### config.mk
export PLATFORM = sky130hd
export DESIGN_NAME = acr_rx
export DESIGN_NICKNAME = d
export VERILOG_FILES = /design/src/logic/acr_fifo.v /design/src/logic/acr_rx.v
export VERILOG_INCLUDE_DIRS = /design/src /design/src/logic
export SDC_FILE = /design/constraint.sdc
export NUM_CORES = 1
export LEC_CHECK = 0
export ABC_AREA = 1
export BUFFER_PORTS_ARGS = -buffer_cell sky130_fd_sc_hd__buf_2
export CORE_MARGIN = 2
export CORE_UTILIZATION = 35
export CTS_CLUSTER_SIZE = 28
export DETAILED_ROUTE_END_ITERATION = 12
export GPL_TIMING_DRIVEN = 0
export SLEW_MARGIN = 0
export SYNTH_ARGS = -nofsm -noshare
export SYNTH_HDL_FRONTEND = slang
export SYNTH_SLANG_ARGS = --single-unit
### constraint.sdc
create_clock -name clk_i -period 2.41 [get_ports clk_i]
set_input_delay 0.482 -clock clk_i [delete_from_list [all_inputs] [get_ports clk_i]]
set_output_delay 0.482 -clock clk_i [all_outputs]
set_load 0.01 [all_outputs]
### src/logic/acr_rx_regs.vh
// Overview of operation
// - Sample the line sixteen times per bit, eight in double speed.
// - Idle: a falling edge starts detection; first low sample is number 1.
// - Normal mode validates the start bit on samples 8, 9 and 10.
// - Double speed validates the start bit on samples 4, 5 and 6.
// - Two or more high validation samples reject the start as noise.
// - An accepted start bit realigns bit timing, again for every frame.
// - A per-bit counter of 16 or 8 states numbers each sample.
// - Each bit is the majority of its three centre samples.
// - Voting starts at state 8 (normal) or 4 (double speed).
// - Recover data and parity up to the first stop bit; ignore later stops.
// - A stop bit voted zero sets the frame error flag for that frame.
// - A new start may follow the last stop vote, at once in either mode.
// - Receiver and transmitter each take half the error, e.g. 2.0 percent.
// - Double speed halves the divider ratio from sixteen to eight.
// - The frame error is stored in the buffer with its frame.
`ifndef ACR_RX_REGS_VH
`define ACR_RX_REGS_VH
`define ACR_SPB_NORMAL 5'h10
`define ACR_SPB_DOUBLE 5'h08
`define ACR_VOTE_NORMAL 5'h08
`define ACR_VOTE_DOUBLE 5'h04
`define ACR_DIV_W 12
`define ACR_FIFO_DEPTH 4
`define ACR_FIFO_AW 2
`define ACR_WORD_W 11
`endif
### src/logic/acr_fifo.v
`timescale 1ns/1ps
`default_nettype none
module acr_fifo #(
  parameter WIDTH = 11,
  parameter DEPTH = 4,
  parameter AW = 2
) (
  // Clock and reset.
  input wire clk_i,
  input wire reset_i,
  // Write side.
  input wire in_valid_i,
  output wire in_ready_o,
  input wire [WIDTH-1:0] in_data_i,
  // Read side.
  output wire out_valid_o,
  input wire out_ready_i,
  output reg [WIDTH-1:0] out_data_o
);
  reg [WIDTH-1:0] mem_reg [0:DEPTH-1];
  reg [AW-1:0] wr_reg;
  reg [AW-1:0] rd_reg;
  reg [AW:0] count_reg;
  reg out_valid_reg;
  wire do_wr;
  wire do_rd;
  wire [AW:0] stored;

  // ----------------------------------------
  // Storage with a registered read port.
  // ----------------------------------------
  // The output register is one extra slot; it does not count toward occupancy.
  assign stored = count_reg;
  assign in_ready_o = (count_reg != DEPTH[AW:0]);
  assign do_wr = in_valid_i && in_ready_o;
  assign do_rd = (count_reg != {(AW+1){1'b0}}) && (!out_valid_reg || out_ready_i);
  assign out_valid_o = out_valid_reg;

  always @(posedge clk_i) begin
    if (do_wr) begin
      mem_reg[wr_reg] <= in_data_i;
    end
  end

  always @(posedge clk_i) begin
    if (reset_i) begin
      wr_reg <= {AW{1'b0}};
      rd_reg <= {AW{1'b0}};
      count_reg <= {(AW+1){1'b0}};
      out_valid_reg <= 1'b0;
      out_data_o <= {WIDTH{1'b0}};
    end else begin
      if (do_wr) begin
        wr_reg <= wr_reg + 1'b1;
      end
      if (do_rd) begin
        rd_reg <= rd_reg + 1'b1;
        out_data_o <= mem_reg[rd_reg];
        out_valid_reg <= 1'b1;
      end else if (out_ready_i) begin
        out_valid_reg <= 1'b0;
      end
      count_reg <= stored + {{AW{1'b0}}, do_wr} - {{AW{1'b0}}, do_rd};
    end
  end
endmodule
`default_nettype wire

### src/logic/acr_rx.v
`timescale 1ns/1ps
`default_nettype none
`include "acr_rx_regs.vh"
module acr_rx (
  // Clock and reset.
  input wire clk_i,
  input wire reset_i,
  // Configuration.
  input wire double_speed_sel_i,
  input wire [`ACR_DIV_W-1:0] baud_divisor_i,
  input wire [3:0] data_bits_i,
  // Serial line.
  input wire serial_rx_line_i,
  // Received frames: data in [8:0], frame error in [9] of the buffered word; bit [10] is always zero.
  output reg frame_valid_o,
  input wire frame_ready_i,
  output reg [8:0] frame_data_o,
  output reg frame_error_flag_o,
  // Status.
  output reg busy_o,
  output reg overrun_o
);
  localparam ST_IDLE = 2'h0;
  localparam ST_START = 2'h1;
  localparam ST_DATA = 2'h2;

  reg [1:0] state_reg;
  reg line_meta_reg;
  reg line_reg;
  reg line_prev_reg;
  reg [`ACR_DIV_W-1:0] div_reg;
  reg tick_reg;
  reg [4:0] sample_reg;
  reg [1:0] vote_reg;
  reg [3:0] bit_reg;
  reg [9:0] shift_reg;
  reg push_reg;
  reg [`ACR_WORD_W-1:0] push_data_reg;
  wire [4:0] spb;
  wire [4:0] vote_first;
  wire [4:0] vote_last;
  wire [4:0] sample_next;
  wire majority;
  wire fifo_ready;
  wire fifo_valid;
  wire [`ACR_WORD_W-1:0] fifo_data;

  // ----------------------------------------
  // Line synchroniser and sample tick.
  // ----------------------------------------
  always @(posedge clk_i) begin
    if (reset_i) begin
      line_meta_reg <= 1'b1;
      line_reg <= 1'b1;
      div_reg <= {`ACR_DIV_W{1'b0}};
      tick_reg <= 1'b0;
    end else begin
      line_meta_reg <= serial_rx_line_i;
      line_reg <= line_meta_reg;
      // The tick rate is the sample rate; the divisor sets it alone.
      if (div_reg == {`ACR_DIV_W{1'b0}}) begin
        div_reg <= baud_divisor_i;
        tick_reg <= 1'b1;
      end else begin
        div_reg <= div_reg - 1'b1;
        tick_reg <= 1'b0;
      end
    end
  end

  // Fewer samples per bit at the same tick doubles the bit rate.
  assign spb = double_speed_sel_i ? `ACR_SPB_DOUBLE : `ACR_SPB_NORMAL;
  assign vote_first = double_speed_sel_i ? `ACR_VOTE_DOUBLE : `ACR_VOTE_NORMAL;
  assign vote_last = vote_first + 5'h02;
  // At a tick the synchronised line shows the sample after the one counted.
  assign sample_next = sample_reg + 5'h01;
  // Two of three decide the level. The last sample comes straight off the line, so the
  // decision falls on the last voting sample and a new edge is seen one later.
  assign majority = (vote_reg[1] & vote_reg[0]) | (vote_reg[1] & line_reg) |
                    (vote_reg[0] & line_reg);

  // ----------------------------------------
  // Start detection and data recovery.
  // ----------------------------------------
  // Tolerance of the far transmitter is its own concern; this receiver
  // only centres its votes on each realigned start.
  always @(posedge clk_i) begin
    if (reset_i) begin
      state_reg <= ST_IDLE;
      line_prev_reg <= 1'b1;
      sample_reg <= 5'h00;
      vote_reg <= 2'h0;
      bit_reg <= 4'h0;
      shift_reg <= 10'h000;
      push_reg <= 1'b0;
      push_data_reg <= {`ACR_WORD_W{1'b0}};
      busy_o <= 1'b0;
      overrun_o <= 1'b0;
    end else begin
      if (push_reg && fifo_ready) begin
        push_reg <= 1'b0;
      end
      if (tick_reg) begin
        line_prev_reg <= line_reg;
        case (state_reg)
          ST_IDLE: begin
            // Falling edge found: this low sample is number 1.
            if (line_prev_reg && !line_reg) begin
              state_reg <= ST_START;
              sample_reg <= 5'h01;
              // Every frame restarts its bit count from its own start bit.
              bit_reg <= 4'h0;
              busy_o <= 1'b1;
            end
          end
          ST_START: begin
            sample_reg <= sample_next;
            // Samples 8..10 or 4..6 of the start bit are voted.
            if (sample_next == vote_first || sample_next == vote_first + 5'h01) begin
              vote_reg <= {vote_reg[0], line_reg};
            end
            if (sample_next == vote_last) begin
              if (majority) begin
                state_reg <= ST_IDLE;
                busy_o <= 1'b0;
              end else begin
                // Bit timing now counts from the start bit.
                state_reg <= ST_DATA;
              end
            end
          end
          ST_DATA: begin
            // State counter wraps every bit.
            sample_reg <= (sample_reg == spb) ? 5'h01 : sample_next;
            if (sample_next == vote_first || sample_next == vote_first + 5'h01) begin
              vote_reg <= {vote_reg[0], line_reg};
            end
            if (sample_next == vote_last) begin
              bit_reg <= bit_reg + 1'b1;
              if (bit_reg == data_bits_i) begin
                // First stop bit decided; further stops are never sampled.
                // A new edge is looked for right away.
                state_reg <= ST_IDLE;
                busy_o <= 1'b0;
                overrun_o <= push_reg && !fifo_ready;
                push_reg <= 1'b1;
                push_data_reg <= {1'b0, !majority, shift_reg[8:0]};
                shift_reg <= 10'h000;
              end else begin
                shift_reg[bit_reg] <= majority;
              end
            end
          end
          default: begin
            state_reg <= ST_IDLE;
          end
        endcase
      end
    end
  end

  // ----------------------------------------
  // Frame buffer and output stage.
  // ----------------------------------------
  // The error bit travels in the same word as its frame.
  acr_fifo #(
    .WIDTH(`ACR_WORD_W),
    .DEPTH(`ACR_FIFO_DEPTH),
    .AW(`ACR_FIFO_AW)
  ) u_fifo (
    .clk_i(clk_i),
    .reset_i(reset_i),
    .in_valid_i(push_reg),
    .in_ready_o(fifo_ready),
    .in_data_i(push_data_reg),
    .out_valid_o(fifo_valid),
    .out_ready_i(!frame_valid_o || frame_ready_i),
    .out_data_o(fifo_data)
  );

  always @(posedge clk_i) begin
    if (reset_i) begin
      frame_valid_o <= 1'b0;
      frame_data_o <= 9'h000;
      frame_error_flag_o <= 1'b0;
    end else if (!frame_valid_o || frame_ready_i) begin
      frame_valid_o <= fifo_valid;
      frame_data_o <= fifo_data[8:0];
      frame_error_flag_o <= fifo_data[9];
    end
  end
endmodule
`default_nettype wire

==> impl_summary.log <==
[metrics] run status: complete, no violations
[metrics] effective utilization at floorplan: 35.8%
[metrics] initial antenna violation count: 0
[metrics] number of endpoints with negative hold slack in the final report: 0
[metrics] Buf/Inv on CP: 3
[metrics] core region area: 15,100 sq um
[metrics] router iterations before antenna repair: 6
[metrics] power density over cell area: 993 nW/um^2
[metrics] FF+latch area: 2800 sq um
[metrics] Yosys warnings: 0
[metrics] per-cell via count in the routed design: 4.77
[metrics] data required time of the worst path: 2.70 ns
[metrics] signed area change from the synthesized netlist to the final layout: 17.9%
[metrics] maxcap violations: 0
[metrics] Via Count: 4,254
[metrics] async set-reset flop share out of synthesis: 0%
[metrics] gate count of the mapped netlist: 639
[metrics] final cell count without fillers: 892
[metrics] CP Capture Type: flip-flop
[metrics] IR Drop Worst-Case VDD: 533 uV
[metrics] worst hold slack: 0.250 ns
[metrics] syn nets: 682
[metrics] maximum count of clock buffers along a single path: 2
[metrics] Placed Instances: 859
[metrics] sink count of the clock tree: 120
[metrics] Final Core Density: 42.1%
[metrics] critical setup path kind: reg2reg
[metrics] post-synth cell types: 41
[metrics] biggest area consumer among synthesized cells: sky130_fd_sc_hd__dfxtp_1
[metrics] most used standard cells in the synthesized netlist: 130 x sky130_fd_sc_hd__nor2_1, 80 x sky130_fd_sc_hd__dfxtp_1, 72 x sky130_fd_sc_hd__o21ai_0
[metrics] Leakage Power: 2.65 nW
[metrics] share of final-layout standard cells stronger than drive strength 1: 12.6%
[metrics] DRC violation count after routing: 0
[metrics] longest individual stage delay on the worst path: 0.38 ns
[metrics] class of the worst hold path: in2reg
[metrics] final design instance area without fill: 6380 sq um
[metrics] largest net degree at the start of global routing: 17
[metrics] total power draw: 6.34 mW
[metrics] final worst clock skew: 0.00692 ns
[metrics] First DRT Iteration DRCs: 216
[metrics] top flip-flop cell by instance count after synthesis: sky130_fd_sc_hd__dfxtp_1
[metrics] number of logic stages on the critical path including buffering: 11
[metrics] CTS tree: built
[metrics] clock edge transition at the registers on the reported setup and hold paths: 0.05 ns
[metrics] total length of routed wires: 11.2 mm
[metrics] leading post-synthesis cells by cell area: sky130_fd_sc_hd__dfxtp_1 30%, sky130_fd_sc_hd__edfxtp_1 22%, sky130_fd_sc_hd__nor2_1 9.0%
[metrics] total placed instance area: 5810 sq um
[metrics] post-layout worst setup margin: 0.183 ns
[metrics] top fanout value on the critical path: 4
[metrics] critical path arrival: 2.52 ns
[metrics] number of flip-flops under the largest register name: 40
[metrics] width of the chip: 128 um
[metrics] combined area of the multi-input logic cells: 2220 sq um
[metrics] Worst slew margin: 44.3%
[metrics] most frequent cell after synthesis: sky130_fd_sc_hd__nor2_1
[metrics] count of endpoints failing setup in the final report: 0
[metrics] clock latency reported for the late side of the worst-skew pair: 0.41 ns
[metrics] number of clock buffers inserted by TritonCTS: 17
[metrics] placement row count: 45
[metrics] cell family contributing the most delay on the critical path: adder cells
[metrics] cell chain of the critical path: inv_1, nor2_1, nand2_1, nand2_1, clkinvlp_4, ha_1, inv_1, ha_1, fa_1, o21ai_0, a21oi_1
[metrics] slowest cell on the critical path: sky130_fd_sc_hd__fa_1
[metrics] setup repair after global routing missed its margin: false
[metrics] io pins: 34
[metrics] DP HPWL: 8.31 mm
[metrics] Filler Cell Count: 1,489
[metrics] count of buffers from port buffering: 32
[metrics] Die Y: 128 um
[metrics] GRT Overall Usage: 14.8%
[metrics] Final Cycle Share: 92.4%
[metrics] Cell Area, Synth: 5420 sq um
[metrics] final worst path period need: 2.23 ns
[metrics] Fmax achieved: 449 MHz
[metrics] number of nets in the layout: 734
[metrics] final slew viol count: 0
[metrics] residual overflow from global routing: 0
[metrics] share of Yosys cell area claimed by the top area cell type: 29.6%
[metrics] sequential cell area fraction in the yosys report: 51.7%
[metrics] worst slack after detailed placement: -0.202 ns
[metrics] wire length per cell: 12.6 um
[metrics] Routability Congestion: 0.875
[metrics] setup TNS: 0 ns
[metrics] die area: 16,500 sq um
[metrics] Worst R2R Path Depth: 11
[metrics] register bit count reported by yosys: 120
[metrics] Avg Inst Size Synth: 8.48 sq um
[metrics] CTS Hold Bufs: 0
[metrics] cell at the root of the clock tree: sky130_fd_sc_hd__clkbuf_16
[metrics] instance count along the most critical hold path: 2
[metrics] worst slew pin tran: 0.833 ns
[metrics] number of levels the H-tree was split into: 4
[metrics] global-route wire length before repair: 19.0 mm
[metrics] vias in the first global route: 4,092
[metrics] kind of start point of the critical path: flip-flop
[metrics] number of synthesized flops with an enable pin: 40
[metrics] Post-DRT Antenna Nets: 0
[metrics] antenna diode count: 0
[area by class of cell]
class | instances | share of cell area [%]
multi-input cells | 423 | 34.7
flip-flops and latches | 120 | 43.9
clock inverters | 10 | 1.61
well taps | 188 | 3.68
clock buffers | 22 | 7.11
inverters | 73 | 4.39
repair buffers | 34 | 2.74
plain buffers | 22 | 1.84
[kinds of logic (layout without fill, tap and decap cells)]
family                     Yosys count  count (layout)  synth area share (%)
AOI/OAI and AO/OA                  131             131                  13.0
DFF                                120             120                  51.7
and+or+nand+nor                    261             261                  21.3
adders and majority gates           22              22                  5.22
buffers and inverters               96             161                  7.35
xor gates and xnor gates             9               9                  1.46
[layer usage]
layer	vias up	GRT usage, %	part of all wire [%]
met1	1927	17.2	47
met4	0	6.92	2.1
met3	19	4.45	5.0
met2	93	25.0	46
li1	2215	-	-
met5	-	0	0
[timing repair]
| action | CTS | global route |
|---|---|---|
| endpoints found under the setup margin | 0 | 2 |
| buffers inserted | 0 | 2 |
| resized for setup | 0 | 1 |
[worst register-to-register path, stage by stage (launching register included)]
cell and delay (ns):
sky130_fd_sc_hd__dfxtp_1 0.32, sky130_fd_sc_hd__inv_1 0.04, sky130_fd_sc_hd__nor2_1 0.19, sky130_fd_sc_hd__nand2_1 0.11
sky130_fd_sc_hd__nand2_1 0.16, sky130_fd_sc_hd__clkinvlp_4 0.15, sky130_fd_sc_hd__ha_1 0.29, sky130_fd_sc_hd__inv_1 0.04
sky130_fd_sc_hd__ha_1 0.18, sky130_fd_sc_hd__fa_1 0.38, sky130_fd_sc_hd__o21ai_0 0.19, sky130_fd_sc_hd__a21oi_1 0.06
[cells in the final DEF (no fill, tap or decap), types with 2 or more instances in the layout]
| master | Yosys | layout |
|---|---|---|
| sky130_fd_sc_hd__a21oi_1 | 36 | 36 |
| sky130_fd_sc_hd__a21oi_2 | 2 | 2 |
| sky130_fd_sc_hd__a31oi_1 | 13 | 13 |
| sky130_fd_sc_hd__buf_1 | 3 | 3 |
| sky130_fd_sc_hd__buf_2 | 1 | 33 |
| sky130_fd_sc_hd__buf_4 | 1 | 3 |
| sky130_fd_sc_hd__buf_6 | 4 | 4 |
| sky130_fd_sc_hd__bufinv_16 | 0 | 2 |
| sky130_fd_sc_hd__clkbuf_1 | 14 | 17 |
| sky130_fd_sc_hd__clkbuf_16 | 0 | 17 |
| sky130_fd_sc_hd__clkinv_1 | 2 | 4 |
| sky130_fd_sc_hd__clkinv_2 | 0 | 4 |
| sky130_fd_sc_hd__clkinvlp_4 | 0 | 3 |
| sky130_fd_sc_hd__dfxtp_1 | 80 | 80 |
| sky130_fd_sc_hd__edfxtp_1 | 40 | 40 |
| sky130_fd_sc_hd__ha_1 | 21 | 21 |
| sky130_fd_sc_hd__inv_1 | 67 | 66 |
| sky130_fd_sc_hd__inv_2 | 3 | 3 |
| sky130_fd_sc_hd__nand2_1 | 67 | 67 |
| sky130_fd_sc_hd__nand2_2 | 4 | 4 |
| sky130_fd_sc_hd__nand3_1 | 27 | 27 |
| sky130_fd_sc_hd__nand3b_1 | 2 | 2 |
| sky130_fd_sc_hd__nand4_1 | 11 | 11 |
| sky130_fd_sc_hd__nor2_1 | 130 | 130 |
| sky130_fd_sc_hd__nor2_2 | 2 | 2 |
| sky130_fd_sc_hd__nor2_4 | 2 | 2 |
| sky130_fd_sc_hd__nor3_1 | 6 | 6 |
| sky130_fd_sc_hd__o21ai_0 | 72 | 72 |
| sky130_fd_sc_hd__o21bai_1 | 4 | 4 |
| sky130_fd_sc_hd__or2_2 | 3 | 3 |
| sky130_fd_sc_hd__xnor2_1 | 5 | 5 |
| sky130_fd_sc_hd__xor2_1 | 4 | 4 |
[power by group]
part           internal, mW  switching [mW]
registers              2.35           0.165
logic                 0.535           0.918
clock network          1.53           0.845
total                  4.41            1.93
[path summary, 6_finish.rpt]
kind	from	slack (ns)	to
setup / recovery	frame_valid_o	0.18	u_fifo.count_reg[2]
hold / removal	serial_rx_line_i	0.25	line_meta_reg
setup reg to reg	frame_valid_o	0.18	u_fifo.count_reg[2]
hold reg to reg	line_meta_reg	0.41	line_reg
No activity file was read; power rests on OpenSTA's default activity.
